`src/core/rca_pkg.sv`:
```
// package: constants, register map and states of the role arbiter
`default_nettype none
package rca_pkg;
  // clock and power-up settle time
  localparam int CLK_PERIOD_NS = 40;
  localparam int INIT_TIME_NS  = 1000;
  localparam int INIT_CYCLES   =
    (INIT_TIME_NS + CLK_PERIOD_NS - 1) / CLK_PERIOD_NS;
  localparam int CNT_W         = 8;
  // bus geometry
  localparam int AW = 4;
  localparam int DW = 32;
  // register byte offsets
  localparam logic [AW-1:0] OFS_CTRL     = 4'h0;
  localparam logic [AW-1:0] OFS_STATUS   = 4'h4;
  localparam logic [AW-1:0] OFS_IRQ_STAT = 4'h8;
  localparam logic [AW-1:0] OFS_IRQ_MASK = 4'hc;
  // control fields
  localparam int CTRL_TEST_DONE = 0;
  localparam int CTRL_TEST_PASS = 1;
  localparam int CTRL_WANT_PRI  = 2;
  localparam int CTRL_W         = 3;
  localparam logic [CTRL_W-1:0] CTRL_RESET = 3'h0;
  // status fields
  localparam int STAT_PRIMARY   = 0;
  localparam int STAT_STANDBY   = 1;
  localparam int STAT_READY_OUT = 2;
  localparam int STAT_PEER_RDY  = 3;
  localparam int STAT_PEER_PRI  = 4;
  localparam int STAT_RST_BUSY  = 5;
  localparam int STAT_STATE_LSB = 8;
  // interrupt bits, same layout in status and mask
  localparam int IRQ_GRANT      = 0;
  localparam int IRQ_PEER_GRANT = 1;
  localparam int IRQ_FAILOVER   = 2;
  localparam int IRQ_READY_LOST = 3;
  localparam int NUM_IRQ        = 4;
  localparam logic [NUM_IRQ-1:0] MASK_RESET = 4'h0;
  // arbiter states
  typedef enum logic [2:0] {
    s_init, s_selftest, s_wait_ready, s_settle, s_primary, s_standby
  } rca_state_t;
endpackage
`default_nettype wire

```
`src/core/rca_arbiter.sv`:
```
// local role arbitration unit of one redundant controller card
//
// The register addresses and the Avalon-MM register port are this design's own decisions.
`default_nettype none
// Overview of operation
// - only one card holds the active role
// - initialise and self-test before arbitrating
// - outgoing reset lines inactive before readiness
// - readiness only after passing self-test
// - forward own readiness to peer card
// - grant primary only to a ready card
// - primary grant comes with an interrupt
// - peer grant forwarded, interrupt on standby card
// - software reads the primary-grant bit
// - standby becomes active at once on failover
module rca_arbiter (
  // clock and reset
  input  wire logic                   clock_i,
  input  wire logic                   rst_b_i,
  // avalon-mm slave
  input  wire logic [rca_pkg::AW-1:0] avs_address_i,
  input  wire logic                   avs_read_i,
  input  wire logic                   avs_write_i,
  input  wire logic [rca_pkg::DW-1:0] avs_writedata_i,
  input  wire logic [3:0]             avs_byteenable_i,
  output logic      [rca_pkg::DW-1:0] avs_readdata_o,
  output logic                        avs_waitrequest_o,
  // own card
  input  wire logic                   slot_id_i,
  input  wire logic                   reset_out_active_i,
  output logic                        primary_o,
  output logic                        standby_o,
  output logic                        irq_o,
  // peer card arbitration unit
  input  wire logic                   peer_present_i,
  input  wire logic                   peer_power_good_i,
  input  wire logic                   peer_ready_i,
  input  wire logic                   peer_primary_i,
  output logic                        ready_to_peer_o,
  output logic                        primary_to_peer_o
);
  import rca_pkg::*;

  logic rst_b; // synchronised reset

  rca_rst_sync u_rst (
    .clock_i (clock_i),
    .rst_b_i (rst_b_i),
    .rst_b_o (rst_b)
  );

  // bus handshake state
  logic                ack;        // answer cycle marker
  logic                next_ack;
  logic                req;        // read or write pending
  logic                take;       // request completes this edge
  logic                wr_take;    // write takes effect
  logic [DW-1:0]       rdata;      // read data flop
  logic [DW-1:0]       next_rdata;
  logic [DW-1:0]       rd_mux;     // selected register

  // software registers
  logic [CTRL_W-1:0]   ctrl;
  logic [CTRL_W-1:0]   next_ctrl;
  logic [NUM_IRQ-1:0]  mask;
  logic [NUM_IRQ-1:0]  next_mask;
  logic [NUM_IRQ-1:0]  irq_clr;    // write-one-to-clear strobes
  logic [NUM_IRQ-1:0]  irq_set;    // hardware events
  logic [NUM_IRQ-1:0]  irq_flag;   // sticky flags
  logic [NUM_IRQ-1:0]  irq_pend;   // flags passing the mask

  // arbiter state
  rca_state_t          state;
  rca_state_t          next_state;
  logic [CNT_W-1:0]    init_cnt;   // power-up settle counter
  logic [CNT_W-1:0]    next_init_cnt;
  logic                ready_out;
  logic                next_ready_out;
  logic                primary;
  logic                next_primary;
  logic                peer_pri_q; // previous peer grant level
  logic                local_ok;   // card may become primary
  logic                peer_alive; // peer present, powered, ready
  logic                prefer;     // this slot wins a tie

  // bus request completes on the answer cycle
  assign req               = avs_read_i | avs_write_i;
  assign take              = req & ack;
  assign wr_take           = take & avs_write_i & avs_byteenable_i[0];
  assign avs_waitrequest_o = req & ~ack;
  assign avs_readdata_o    = rdata;

  // one wait state: ack rises after the request, drops after it
  always_comb begin
    next_ack = req & ~ack;
  end

  // register read mux; unmapped offsets read as zero
  always_comb begin
    rd_mux = '0;
    case (avs_address_i)
      OFS_CTRL: begin
        rd_mux[CTRL_W-1:0] = ctrl;
      end
      OFS_STATUS: begin
        rd_mux[STAT_PRIMARY]   = primary;
        rd_mux[STAT_STANDBY]   = state == s_standby;
        rd_mux[STAT_READY_OUT] = ready_out;
        rd_mux[STAT_PEER_RDY]  = peer_ready_i;
        rd_mux[STAT_PEER_PRI]  = peer_primary_i;
        rd_mux[STAT_RST_BUSY]  = reset_out_active_i;
        rd_mux[STAT_STATE_LSB +: 3] = state;
      end
      OFS_IRQ_STAT: begin
        rd_mux[NUM_IRQ-1:0] = irq_flag;
      end
      OFS_IRQ_MASK: begin
        rd_mux[NUM_IRQ-1:0] = mask;
      end
      default: begin
        rd_mux = '0;
      end
    endcase
  end

  // read data captured as waitrequest drops, held until next read
  always_comb begin
    next_rdata = rdata;
    if (avs_read_i && !ack) begin
      next_rdata = rd_mux;
    end
  end

  // software writes land on the completing edge, lane zero only
  always_comb begin
    next_ctrl = ctrl;
    next_mask = mask;
    irq_clr   = '0;
    if (wr_take) begin
      case (avs_address_i)
        OFS_CTRL: begin
          next_ctrl = avs_writedata_i[CTRL_W-1:0];
        end
        OFS_IRQ_MASK: begin
          next_mask = avs_writedata_i[NUM_IRQ-1:0];
        end
        OFS_IRQ_STAT: begin
          irq_clr = avs_writedata_i[NUM_IRQ-1:0];
        end
        default: begin
          next_ctrl = ctrl; // writes elsewhere ignored
        end
      endcase
    end
  end

  // bus and software register flops
  always_ff @(posedge clock_i or negedge rst_b) begin
    if (!rst_b) begin
      ack   <= 1'b0;
      rdata <= '0;
      ctrl  <= CTRL_RESET;
      mask  <= MASK_RESET;
    end else begin
      ack   <= next_ack;
      rdata <= next_rdata;
      ctrl  <= next_ctrl;
      mask  <= next_mask;
    end
  end

  // readiness needs a passed test and quiet reset lines
  assign local_ok   = ctrl[CTRL_TEST_PASS] & ctrl[CTRL_WANT_PRI]
                    & ~reset_out_active_i;
  // removal, power loss or withdrawn readiness all mean gone
  assign peer_alive = peer_present_i & peer_power_good_i & peer_ready_i;
  // fixed preference keeps a tie deterministic
  assign prefer     = ~slot_id_i;

  // role state machine
  always_comb begin
    next_state    = state;
    next_init_cnt = init_cnt;
    case (state)
      s_init: begin
        // give on-board parts time to come out of power-up
        if (init_cnt == CNT_W'(INIT_CYCLES - 1)) begin
          next_state = s_selftest;
        end else begin
          next_init_cnt = init_cnt + 1'b1;
        end
      end
      s_selftest: begin
        // software reports the self-test is finished
        if (ctrl[CTRL_TEST_DONE]) begin
          next_state = s_wait_ready;
        end
      end
      s_wait_ready: begin
        if (local_ok) begin
          next_state = s_settle;
        end
      end
      s_settle: begin
        // one cycle lets the peer see our ready before we decide
        if (!local_ok) begin
          next_state = s_wait_ready;
        end else if (peer_alive && peer_primary_i) begin
          next_state = s_standby;
        end else if (!peer_alive || prefer) begin
          next_state = s_primary;
        end else begin
          next_state = s_standby;
        end
      end
      s_primary: begin
        if (!local_ok) begin
          next_state = s_wait_ready;
        end else if (peer_alive && peer_primary_i && !prefer) begin
          // rare collision: the non-preferred slot backs off
          next_state = s_standby;
        end
      end
      s_standby: begin
        if (!local_ok) begin
          next_state = s_wait_ready;
        end else if (!peer_alive) begin
          next_state = s_primary;
        end
      end
      default: begin
        next_state = s_init;
      end
    endcase
  end

  // outputs follow the next state so they move with it
  always_comb begin
    next_primary   = next_state == s_primary;
    next_ready_out = local_ok && (next_state == s_settle
                   || next_state == s_primary
                   || next_state == s_standby);
  end

  // arbiter flops
  always_ff @(posedge clock_i or negedge rst_b) begin
    if (!rst_b) begin
      state      <= s_init;
      init_cnt   <= '0;
      primary    <= 1'b0;
      ready_out  <= 1'b0;
      peer_pri_q <= 1'b0;
    end else begin
      state      <= next_state;
      init_cnt   <= next_init_cnt;
      primary    <= next_primary;
      ready_out  <= next_ready_out;
      peer_pri_q <= peer_primary_i;
    end
  end

  assign primary_o         = primary;
  assign standby_o         = state == s_standby;
  assign ready_to_peer_o   = ready_out;
  assign primary_to_peer_o = primary;

  // interrupt events, own role flags set on the same edge as the role change, peer grant on the edge after peer_primary_i rises
  always_comb begin
    irq_set = '0;
    irq_set[IRQ_GRANT]      = next_primary & ~primary;
    irq_set[IRQ_PEER_GRANT] = peer_primary_i & ~peer_pri_q
                            & ~primary;
    irq_set[IRQ_FAILOVER]   = (state == s_standby)
                            & (next_state == s_primary);
    irq_set[IRQ_READY_LOST] = (state != s_wait_ready)
                            & (next_state == s_wait_ready);
  end

  // one sticky flag per event
  for (genvar i = 0; i < NUM_IRQ; i++) begin : g_irq
    rca_irq_bit u_bit (
      .clock_i (clock_i),
      .rst_b_i (rst_b),
      .set_i   (irq_set[i]),
      .clear_i (irq_clr[i]),
      .mask_i  (mask[i]),
      .flag_o  (irq_flag[i]),
      .pend_o  (irq_pend[i])
    );
  end

  // level interrupt while any unmasked flag is set
  assign irq_o = |irq_pend;
endmodule
`default_nettype wire

```
`src/core/rca_irq_bit.sv`:
```
// one sticky interrupt flag with write-one-to-clear and mask
`default_nettype none
module rca_irq_bit (
  // clock and reset
  input  wire logic clock_i,
  input  wire logic rst_b_i,
  // event, clear and mask
  input  wire logic set_i,
  input  wire logic clear_i,
  input  wire logic mask_i,
  // flag and gated request
  output logic      flag_o,
  output logic      pend_o
);
  logic flag;      // sticky state
  logic next_flag; // next value

  // set beats clear so an event in the clear cycle is kept
  always_comb begin
    next_flag = flag;
    if (clear_i) begin
      next_flag = 1'b0;
    end
    if (set_i) begin
      next_flag = 1'b1;
    end
  end

  // register only
  always_ff @(posedge clock_i or negedge rst_b_i) begin
    if (!rst_b_i) begin
      flag <= 1'b0;
    end else begin
      flag <= next_flag;
    end
  end

  assign flag_o = flag;
  assign pend_o = flag & mask_i;
endmodule
`default_nettype wire

```
`src/core/rca_rst_sync.sv`:
```
// reset release synchroniser: async assert, two-flop release
`default_nettype none
module rca_rst_sync (
  // clock and raw reset
  input  wire logic clock_i,
  input  wire logic rst_b_i,
  // synchronised reset
  output logic      rst_b_o
);
  logic meta; // first stage, read only by the second
  logic sync; // second stage

  // both stages clear at once, release ripples through
  always_ff @(posedge clock_i or negedge rst_b_i) begin
    if (!rst_b_i) begin
      meta <= 1'b0;
      sync <= 1'b0;
    end else begin
      meta <= 1'b1;
      sync <= meta;
    end
  end

  assign rst_b_o = sync;
endmodule
`default_nettype wire

```
`config.mk`:
```
export PLATFORM = sky130hd
export DESIGN_NAME = rca_arbiter
export DESIGN_NICKNAME = d
export VERILOG_FILES = /design/src/core/rca_pkg.sv /design/src/core/rca_arbiter.sv /design/src/core/rca_irq_bit.sv /design/src/core/rca_rst_sync.sv
export SDC_FILE = /design/constraint.sdc
export NUM_CORES = 1
export LEC_CHECK = 0
export BUFFER_PORTS_ARGS = -buffer_cell sky130_fd_sc_hd__clkbuf_2
export CELL_PAD_IN_SITES_DETAIL_PLACEMENT = 0
export CELL_PAD_IN_SITES_GLOBAL_PLACEMENT = 1
export CORE_MARGIN = 3
export CORE_UTILIZATION = 35
export DETAILED_ROUTE_END_ITERATION = 10
export GPL_TIMING_DRIVEN = 0
export PLACE_DENSITY_LB_ADDON = 0.1
export SLEW_MARGIN = 10
export SYNTH_ARGS = -nofsm -noshare
export SYNTH_HDL_FRONTEND = slang
export SYNTH_HIERARCHICAL = 1
export SYNTH_SLANG_ARGS = --single-unit
```
`constraint.sdc`:
```
create_clock -name clock_i -period 1.9 [get_ports clock_i]
set_clock_uncertainty 0.2 [all_clocks]
set_input_delay 0.095 -clock clock_i [delete_from_list [all_inputs] [get_ports clock_i]]
set_output_delay 0.095 -clock clock_i [all_outputs]
set_load 0.01 [all_outputs]
```
; Word level (Yosys, flattened, before mapping)
; Cells that the tools add are included.
; Widths: inputs -> output; s select.
[word_totals]
regBits = 37
out_inout_bits = 38
wordCells = 98
[classes]
addsub = 1
n_eq_ne = 14
muxes = 25
bitwise = 24
n_reduce_logical = 19
[ops]
columns = cell, n
row1 = $mux 3, 9
row2 = $pmux 3 s6, 1
row3 = $and 1x1->1, 17
row4 = $eq 3x2->1 const B, 4
row5 = $eq 3x3->1 const B, 4
row6 = $pmux 3 s4, 1
row7 = $mux 1, 10
row8 = $add 8x1->8 const B, 1
row9 = $eq 4x4->1 const B, 2
row10 = $eq 8x5->1 const B, 1
row11 = $mux 4, 2
row12 = $reduce_bool 2->1, 4
row13 = $not 1->1, 6
row14 = $reduce_and 2->1, 3
row15 = $eq 4x3->1 const B, 1
row16 = $logic_and 1x1->1, 4
row17 = $logic_not 4->1, 1
row18 = $reduce_or 4->1, 1
row19 = $eq 3x1->1 const B, 1
row20 = $logic_not 3->1, 1
row21 = $logic_or 1x1->1, 3
row22 = $ne 3x2->1 const B, 1
row23 = $pmux 1 s3, 1
row24 = $logic_not 1->1, 2
row25 = 2 further kinds, 2

; Longest topological paths before layout
; Gate-level depths: netlist of the first run.
[depth]
ltp_word = 12
ltp_mapped = 6

; By module
; Netlist of the first run, hierarchy kept.
[modules_own_cells]
columns = mod, n_inst, area_per_inst_um2, cells_per_inst, seq_area_each_um2
row1 = rca_arbiter, 1, 1774.2, 166, 775.7
row2 = rca_irq_bit, 4, 42.5, 4, 25.0
row3 = rca_rst_sync, 1, 53.8, 3, 50.0

; Worst setup path before layout of the first run
; Ideal clock, no wire load.
[synth_timing]
path_type = register to register
from = register state[0]
to = register init_cnt[5]
setup_time_ns = 0.123
stages_incl_launch_ff = 6
path_slack_ns = 0.272
t_arrival_ns = 1.306
path_cell_list = dfrtp_1 -> buf_6 -> or3_4 -> a31oi_4 -> nand4_2 -> xnor2_1
[synth_between]
elab_chain_len = 2
[synth_rtl]
columns = element, line_no
row1 = from (decl), rca_arbiter.sv:73  ; rca_state_t state;
row2 = from (signal assigned), rca_arbiter.sv:248  ; state <= s_init;
row3 = from (signal assigned), rca_arbiter.sv:254  ; state <= next_state;
row4 = $logic_not 3->1, rca_arbiter.sv:184  ; case (state)
row5 = $reduce_and 2->1 (no source line), --
row6 = to (signal assigned), rca_arbiter.sv:255  ; init_cnt <= next_init_cnt;
row7 = to (decl), rca_arbiter.sv:75  ; logic [CNT_W-1:0] init_cnt;
; Every way passes these cells.
; A chain may end at the register's enable or synchronous reset.

; Worst setup path in the final report of the first run
[layout_timing]
from = input avs_read_i
to = output avs_waitrequest_o
[layout_between]
elab_chain_len = 2
[layout_rtl]
columns = element, line_no
row1 = from (decl), rca_arbiter.sv:22  ; input wire logic avs_read_i,
row2 = $or 1x1->1, rca_arbiter.sv:87  ; assign req = avs_read_i | avs_write_i;
row3 = $and 1x1->1, rca_arbiter.sv:90  ; assign avs_waitrequest_o = req & ~ack;
row4 = to (decl), rca_arbiter.sv:27  ; output logic avs_waitrequest_o,
; Every way passes these cells.

==> results_dict.tcl, run 1 <==
set metrics [dict create \
    status "finished clean" \
    power_leakage_nw 1.31 \
    power_mw 2.36 \
    numCtsBuffers 5 \
    ys_ff_latch 37 \
    grt_pass1_wl_um 6690 \
    antenna_found_initial 0 \
    r2r_cells 5 \
    r2r_start "state[0]" \
    num_rows 26 \
    drt_iter0_markers 30 \
    drt_wl_total_um 4180 \
    detail_route.wl_per_cell_um 12.8 \
    pin_count 88 \
    postSynthAreaPerCell_um2 10.8 \
    vias 1444 \
    viasPerCell 4.42 \
    maxSlewViolCount 0 \
    htree_levels 2 \
    fin_util 0.479 \
    setup_violations 0 \
    hpwl_um 3180 \
    min-delay-start "peer_power_good_i" \
    first_pass_iters 4 \
    grt_max_degree 36 \
    rsz0062_at_grt "no" \
    io_buffers 31 \
    worstSetupPathType "primary input to output pin" \
    num-nets-final 309 \
    synth_commonest_cells "dfrtp_1 (37), buf_4 (24), nand2_1 (10)" \
    drc 0 \
    hp-class "primary input to register" \
    synth_largest_area_cell "dfrtp_1" \
    max_slew.worst_pin.slew_ns 0.753 \
    ir_drop_v 0.000364 \
    worstPathArrival_ns 1.52 \
    drv_cap 0 \
    yosysSeqAreaShare 0.463 \
    synth-edff-count 0 \
    grt_pass1_vias 1351 \
    die_y_um 81.6 \
    finalCriticalPeriod_ns 1.81 \
    dieArea_mm2 0.00665 \
    core_area_mm2 0.00530 \
    synth.top_cell.area_share 0.463 \
    gp_congestion 0.714 \
    start_util 0.377 \
    die_w_um 81.6 \
    area_growth_pct 27.1 \
    multiInputGateArea_um2 911 \
    hold_path_depth 4 \
    cts_tree "done" \
    fin_area_mm2 0.00254 \
    rr_endpoint "init_cnt[5]" \
    clk_pin_slew_worst_paths_ns 0.07 \
    root_buffer "clkbuf_8" \
    p_per_area_mw_per_mm2 928 \
    synth_ff_type "dfrtp_1" \
    clock_insertion_delay_worst_skew_ns 0.29 \
    cp.required_ns 1.60 \
    hold_viol 0 \
    synth.most_common_cell "dfrtp_1" \
    synth-async-reset-ratio 1.00 \
    antenna_cells 0 \
    layout-drive-gt1-share 0.339 \
    maxSlewHeadroom 0.498 \
    fmax_ghz 0.552 \
    yosys.cell_types.count 41 \
    worstSetupEndpointType "output pin" \
    r2r_setup_slack_ns 0.22 \
    yosys_warnings 6 \
    placed_area_mm2 0.00232 \
    fillerInstances 501 \
    synth_area_leaders "dfrtp_1 (46%), buf_4 (9.0%), mux2_2 (4.5%)" \
    cts.sinks 37 \
    grt-ovfl-total 0 \
    hold_ws_ns 0.0272 \
    finalSetupTns_ns 0 \
    syn_area_mm2 0.00200 \
    crit_fanout 2 \
    regArea_um2 927 \
    track_usage 0.136 \
    whs_endpoint "primary_o" \
    ant_nets 0 \
    cts_max_path_buffers 2 \
    critPathLaunchType "primary input" \
    period_share 0.954 \
    synthCells 185 \
]
## sequential cells by signal, summed over array words and instances (netlist names)
signal,flops
ack,1
avs_readdata_o,9
ctrl,3
g_irq.u_bit/flag_o,4
init_cnt,8
mask,4
peer_pri_q,1
primary_o,1
ready_to_peer_o,1
state,3
u_rst/meta,1
u_rst/rst_b_o,1
## layout make-up
cell class,count,share of cell area
plain buffers,31,0.0862
clock buffers,7,0.0340
inverters,8,0.0118
multi-input cells,131,0.359
flip-flops and latches,37,0.365
well taps,70,0.0345
repair buffers,43,0.109
## metal layers
| layer | GRT usage | up-vias | wire length, um |
|---|---|---|---|
| met5 | 0 | - | 0 |
| met4 | 0.0405 | 0 | 56 |
| met3 | 0.0417 | 5 | 297 |
| met2 | 0.201 | 54 | 1700 |
| met1 | 0.190 | 644 | 2130 |
| li1 | - | 741 | - |
## worst max path at each step
| stage | start | to | slack, ns | cells past startpoint |
|---|---|---|---|---|
| 6_report | avs_read_i | avs_waitrequest_o | 0.09 | 5 |
| 3_3_place_gp | u_rst/rst_b_o | ack | 0.13 | 0 |
| 4_1_cts | avs_read_i | avs_waitrequest_o | 0.02 | 6 |
| 5_1_grt | avs_address_i[1] | g_irq[3].u_bit/flag_o | 0.02 | 8 |
| 2_1_floorplan | state[0] | init_cnt[5] | 0.27 | 5 |
| 3_5_place_dp | state[1] | g_irq[0].u_bit/flag_o | 0.16 | 6 |
## power by group
group	switching [mW]	internal, mW
clock network	0.268	0.288
logic	0.354	0.366
registers	0.150	0.932
## cells by family after synthesis
kind of cell / share of synthesized area
AOI/OAI and AO/OA: 0.112
xor gates and xnor gates: 0.0307
adders and majority gates: 0.0125
buffers and inverters: 0.124
DFF: 0.463
muxes: 0.0776
other: 0.00376
and+or+nand+nor: 0.176
## metrics by stage
step           worst slack (ns)  cells
6_report                 0.0878    327
5_1_grt                  0.0237    327
4_1_cts                  0.0209    327
3_5_place_dp              0.163    308
3_3_place_gp              0.133    308
2_1_floorplan             0.272    207
## worst max-delay path, cell delays in order
cell and delay, ns:
dlygate4sd3_1 0.56, nor2_1 0.04, dlygate4sd3_1 0.54, nor2_1 0.13, buf_2 0.15
## repair_timing
| action | 4_1_cts | 5_1_grt |
|---|---|---|
| hold endpoints to repair | 18 | 0 |
| setup buffers | 0 | 1 |
| hold buffers | 12 | 0 |
| resized for setup | 0 | 4 |
| setup endpoints to repair | 0 | 2 |
## layout by cell type, fill, tap and decap left out, types with 3 or more instances in the layout
| cell | instances |
|---|---|
| clkbuf_2 | 30 |
| conb_1 | 24 |
| nand2_1 | 10 |
| and3_1 | 5 |
| nor2_1 | 7 |
| inv_1 | 8 |
| a21o_1 | 5 |
| xnor2_1 | 7 |
| a21oi_1 | 4 |
| nand3_1 | 3 |
| dlygate4sd3_1 | 12 |
| a22o_1 | 7 |
| nand4_1 | 3 |
| and2_1 | 8 |
| o21ai_0 | 5 |
| nor2b_1 | 4 |
| buf_4 | 25 |
| dfrtp_1 | 36 |
| clkbuf_1 | 3 |
| mux2_2 | 8 |
| clkbuf_8 | 6 |
| buf_2 | 4 |
Note: power is estimated with default switching activity, not from simulation.
==> run 2: changes to the inputs <==
--- a/config.mk
+++ b/config.mk
@@ -5,14 +5,16 @@
 export SDC_FILE = /design/constraint.sdc
 export NUM_CORES = 1
 export LEC_CHECK = 0
+export ABC_AREA = 1
 export BUFFER_PORTS_ARGS = -buffer_cell sky130_fd_sc_hd__clkbuf_2
 export CELL_PAD_IN_SITES_DETAIL_PLACEMENT = 0
 export CELL_PAD_IN_SITES_GLOBAL_PLACEMENT = 1
+export CORE_ASPECT_RATIO = 1.25
 export CORE_MARGIN = 3
-export CORE_UTILIZATION = 35
+export CORE_UTILIZATION = 33
 export DETAILED_ROUTE_END_ITERATION = 10
 export GPL_TIMING_DRIVEN = 0
-export PLACE_DENSITY_LB_ADDON = 0.1
+export PLACE_DENSITY_LB_ADDON = 0.3
 export SLEW_MARGIN = 10
 export SYNTH_ARGS = -nofsm -noshare
 export SYNTH_HDL_FRONTEND = slang
==> run 2 against run 1 <==
Against the previous run:
- clock-buffer cell count is 1 lower
- non-clock buffer count up 1
- final area is 8.3% higher
- register-to-register slack worse by 0.06 ns
- synthesized cell count grew 42%
- first-iteration DRC count rose to 3.1 times the previous value
- power grew 10%
- critical path depth shrank 1
- clock power increased by 32%
- critical path type is now register to output pin
- largest cell class unchanged
- largest power group unchanged
==> results_dict.tcl, run 2 <==
set metrics [dict create \
    status "finished clean" \
    postSynthAreaPerCell_um2 7.94 \
    hold_ws_ns 0.00507 \
    viasPerCell 4.16 \
    synthCells 263 \
    synth_ff_type "dfrtp_1" \
    crit_chain "nand2_1 > inv_1 > or4_1 > clkbuf_2" \
    fillerInstances 647 \
    synth_largest_area_cell "dfrtp_1" \
    clock_insertion_delay_worst_skew_ns 0.30 \
    die_y_um 94.9 \
    regArea_um2 927 \
    synth_commonest_cells "nand2_1 (80), dfrtp_1 (37), inv_1 (32), buf_4 (24), o21ai_1 (15)" \
    finalCriticalPeriod_ns 1.78 \
    worstPathArrival_ns 1.48 \
    period_share 0.937 \
    drc 0 \
    power_leakage_nw 1.49 \
    grt_pass1_wl_um 7760 \
    antenna_found_initial 0 \
    setup_violations 0 \
    track_usage 0.134 \
    cp.required_ns 1.60 \
    layout-drive-gt1-share 0.277 \
    cts.sinks 37 \
    synth-edff-count 0 \
    fmax_ghz 0.562 \
    ys_ff_latch 37 \
    drt_wl_total_um 4520 \
    largest_reg_flops 9 \
    die_w_um 77.1 \
    critPathLaunchType "register" \
    cts_tree "done" \
    grt_max_degree 23 \
    area_growth_pct 31.7 \
    crit_fanout 3 \
    critPathSlowestCell "or4_1" \
    drv_cap 0 \
    gp_congestion 0.846 \
    root_buffer "clkbuf_8" \
    detail_route.wl_per_cell_um 10.6 \
    start_util 0.349 \
    numCtsBuffers 5 \
    first_pass_iters 4 \
    p_per_area_mw_per_mm2 945 \
    pin_count 88 \
    antenna_cells 0 \
    ant_nets 0 \
    power_mw 2.60 \
    htree_levels 2 \
    cts_max_path_buffers 2 \
    path_delay_family "simple AND/OR/NAND/NOR gates" \
    yosys_warnings 6 \
    crit_path_max_incr_delay_ns 0.52 \
    final_cell_mix "nand2_1 (80), dfrtp_1 (36), inv_1 (32), clkbuf_2 (32)" \
    num_rows 31 \
    clk_pin_slew_worst_paths_ns 0.09 \
    synth_area_leaders "dfrtp_1 (44%), nand2_1 (14%), buf_4 (8.6%)" \
    yosysSeqAreaShare 0.444 \
    grt-ovfl-total 0 \
    vias 1766 \
    maxSlewViolCount 0 \
    dieArea_mm2 0.00732 \
    syn_area_mm2 0.00209 \
    io_buffers 33 \
    finalSetupTns_ns 0 \
    ir_drop_v 0.000548 \
    synth-async-reset-ratio 1.00 \
    synth.most_common_cell "nand2_1" \
    grt_pass1_vias 1699 \
    hold_viol 0 \
    layout_commonest_cell "nand2_1" \
    hp-class "primary input to register" \
    drt_iter0_markers 93 \
    critical_path_buf_inv_count 2 \
    yosys.cell_types.count 32 \
    rsz0062_at_grt "no" \
    multiInputGateArea_um2 890 \
    hpwl_um 3450 \
    synth.top_cell.area_share 0.444 \
    core_area_mm2 0.00597 \
    worstSetupEndpointType "output pin" \
    worstSetupPathType "register to output pin" \
    num-nets-final 394 \
]
run 2: final cells by class:
cell class / count / area share
Buffer: 25 / 0.0674
Clock buffer: 6 / 0.0300
Clock inverter: 2 / 0.0137
Multi-Input combinational cell: 178 / 0.324
Tap cell: 82 / 0.0373
Timing Repair Buffer: 50 / 0.128
Inverter: 45 / 0.0624
Sequential cell: 37 / 0.337
run 2: what timing repair did:
action                                  CTS  global route
setup buffers                             0             0
endpoints found under the hold margin    30             1
resized for setup                         0             2
hold buffers                             16             1
endpoints found under the setup margin    0             1
run 2: path summary, 6_finish.rpt:
| path | startpoint | endpoint | slack [ns] | cells past startpoint |
|---|---|---|---|---|
| setup reg to reg | ack | mask[2] | 0.16 | 3 |
| setup / recovery | mask[1] | irq_o | 0.12 | 4 |
| hold / removal | peer_ready_i | avs_readdata_o[3] | 0.005 | 5 |
| hold reg to reg | u_rst/rst_b_o | ctrl[1] | 0.04 | 1 |
| max in group asynchronous | u_rst/rst_b_o | avs_readdata_o[2] | 0.59 | 1 |
| min in group asynchronous | u_rst/rst_b_o | ctrl[1] | 0.04 | 1 |
run 2: power by group:
part / internal (mW) / switching [mW]
registers: 0.940 / 0.137
logic: 0.317 / 0.473
clock network: 0.427 / 0.305
total: 1.68 / 0.915
run 2: cells by family after synthesis:
logic type / synth area share
and+or+nand+nor: 0.273
buffers and inverters: 0.171
DFF: 0.444
AOI/OAI and AO/OA: 0.0636
xor gates and xnor gates: 0.0330
adders and majority gates: 0.0120
other: 0.00360
run 2: stage by stage:
step                instances  area, um2  utilization  worst slack (ns)
global placement          400       2440        0.408            0.0597
finish                    425       2750        0.460             0.121
CTS                       425       2750        0.460            0.0170
global route              425       2750        0.460            0.0677
floorplan                 285       2170            -             0.454
detailed placement        401       2470        0.413             0.285
run 2: routing by layer:
layer	GRT usage	vias up	part of all wire	wire (um)
met3	0.0353	5	0.057	260
li1	-	923	-	-
met4	0.0490	0	0.012	53
met2	0.225	51	0.47	2120
met5	0	-	0	0
met1	0.166	787	0.46	2090
run 2: worst min-delay path, cell delays in order:
cell and delay [ns]:
clkbuf_2 0.08, inv_1 0.09, o211ai_1 0.10, nand2_1 0.07
nand2_1 0.04
==> run 3: changes to the inputs <==
==> constraint.sdc (replaced) <==
create_clock -name clock_i -period 1.9 [get_ports clock_i]
set_clock_uncertainty 0.2 [all_clocks]
set_input_delay 0.095 -clock clock_i [delete_from_list [all_inputs] [get_ports clock_i]]
set_output_delay 0.095 -clock clock_i [all_outputs]
set_load 0.005 [all_outputs]
==> run 3 against run 2 <==
Against the previous run:
- routed wire length increased by 0.31%
- maximum frequency increased by 0.95%
- power decreased by 1.1%
- sequential share of layout area about the same
==> results_dict.tcl, run 3 (synthesis gave the netlist of run 2 again) <==
set metrics [dict create \
    maxSlewViolCount 0 \
    cts_max_path_buffers 2 \
    path_delay_family "simple AND/OR/NAND/NOR gates" \
    start_util 0.349 \
    die_w_um 77.1 \
    crit_fanout 3 \
    layout_commonest_cell "nand2_1" \
    num-nets-final 394 \
    hold_viol 0 \
    track_usage 0.134 \
    dieArea_mm2 0.00732 \
    numCtsBuffers 5 \
    viasPerCell 4.15 \
    drt_wl_total_um 4540 \
    grt_pass1_vias 1699 \
    worstSetupEndpointType "output pin" \
    io_buffers 33 \
    status "finished clean" \
    worstPathArrival_ns 1.47 \
    p_per_area_mw_per_mm2 936 \
    hold_ws_ns 0.00658 \
    setup_ws_ns 0.137 \
    vias 1764 \
    period_share 0.928 \
    finalCriticalPeriod_ns 1.76 \
    multiInputGateArea_um2 890 \
    setup_violations 0 \
    layout-drive-gt1-share 0.280 \
    core_area_mm2 0.00597 \
    cts.sinks 37 \
    place_inst 401 \
    hold_path_depth 5 \
    clock_insertion_delay_worst_skew_ns 0.30 \
    final_cell_mix "nand2_1 (80), dfrtp_1 (36), inv_1 (32), clkbuf_2 (32), buf_4 (25)" \
    r2r_start "ack" \
    num_rows 31 \
    rr_endpoint "mask[2]" \
    die_y_um 94.9 \
    antenna_found_initial 0 \
    rsz0062_at_grt "no" \
    drc 0 \
    antenna_cells 0 \
    htree_levels 2 \
    hp-class "primary input to register" \
    critical_path_buf_inv_count 2 \
    critPathLaunchType "register" \
    area_growth_pct 31.6 \
    grt-ovfl-total 0 \
    crit_path_max_incr_delay_ns 0.52 \
    fmax_ghz 0.567 \
    ir_drop_v 0.000548 \
    cts_tree "done" \
    drv_cap 0 \
    finalSetupTns_ns 0 \
    root_buffer "clkbuf_8" \
    drt_iter0_markers 87 \
    first_pass_iters 4 \
    crit_chain "nand2_1 > inv_1 > or4_1 > clkbuf_2" \
    place_ws_ns 0.285 \
    power_mw 2.57 \
    ant_nets 0 \
    hpwl_um 3450 \
    cp.required_ns 1.60 \
    detail_route.wl_per_cell_um 10.7 \
    power_leakage_nw 1.49 \
    regArea_um2 927 \
    worstSetupPathType "register to output pin" \
    min-delay-start "peer_ready_i" \
    largest_reg_flops 9 \
    fillerInstances 649 \
    grt_max_degree 23 \
    finalNonFillerCells 425 \
    critPathSlowestCell "or4_1" \
    r2r_cells 3 \
    clk_pin_slew_worst_paths_ns 0.09 \
    gp_congestion 0.846 \
    grt_pass1_wl_um 7760 \
    whs_endpoint "avs_readdata_o[3]" \
    r2r_setup_slack_ns 0.16 \
    pin_count 88 \
]
==> run 3: changes by cell type in the layout (fill, tap and decap cells not counted), sizes merged <==
cell / before / now
dlygate4sd3: 16 / 15
buf: 27 / 28
==> run 3: area by class of cell <==
type	instances	share of cell area
flip-flops and latches	37	0.338
multi-input cells	178	0.324
repair buffers	50	0.128
plain buffers	25	0.0674
inverters	45	0.0624
well taps	82	0.0374
clock buffers	6	0.0301
clock inverters	2	0.0137
==> run 3: worst max-delay path by stage <==
stage	startpoint	to	slack, ns	depth (start not counted)
after floorplan	init_cnt[0]	init_cnt[2]	0.45	9
after global placement	u_rst/rst_b_o	avs_readdata_o[9]	0.06	0
after detailed placement	init_cnt[0]	g_irq[2].u_bit/flag_o	0.29	11
after CTS	avs_read_i	avs_waitrequest_o	0.04	6
after global routing	ack	mask[2]	0.07	3
final	g_irq[1].u_bit/flag_o	irq_o	0.14	4
==> run 3: routing by layer <==
layer	up-vias	track usage	wire, um
met5	-	0	0
met4	0	0.0490	53
met3	5	0.0353	261
met2	51	0.225	2130
met1	785	0.166	2090
li1	923	-	-
==> run 3: worst min-delay path, cell delays in order <==
cell and delay, ns:
clkbuf_2 0.08, inv_1 0.09, o211ai_1 0.10, nand2_1 0.07
nand2_1 0.04
==> run 3: stage by stage <==
stage	cell area (um2)	util
after global routing	2750	0.460
after floorplan	2170	-
after global placement	2440	0.408
after CTS	2750	0.460
final	2750	0.460
after detailed placement	2470	0.413
==> run 3: repair_timing <==
item,in CTS,in global routing
hold buffers,16,0
setup buffers,0,1
gates resized for setup,0,2
setup endpoints to repair,0,1
endpoints found under the hold margin,30,0
==> run 3: power by group <==
part,switching (mW),internal (mW),leakage (nW)
logic,0.447,0.317,0.972
clock network,0.303,0.427,0.0574
registers,0.137,0.940,0.462
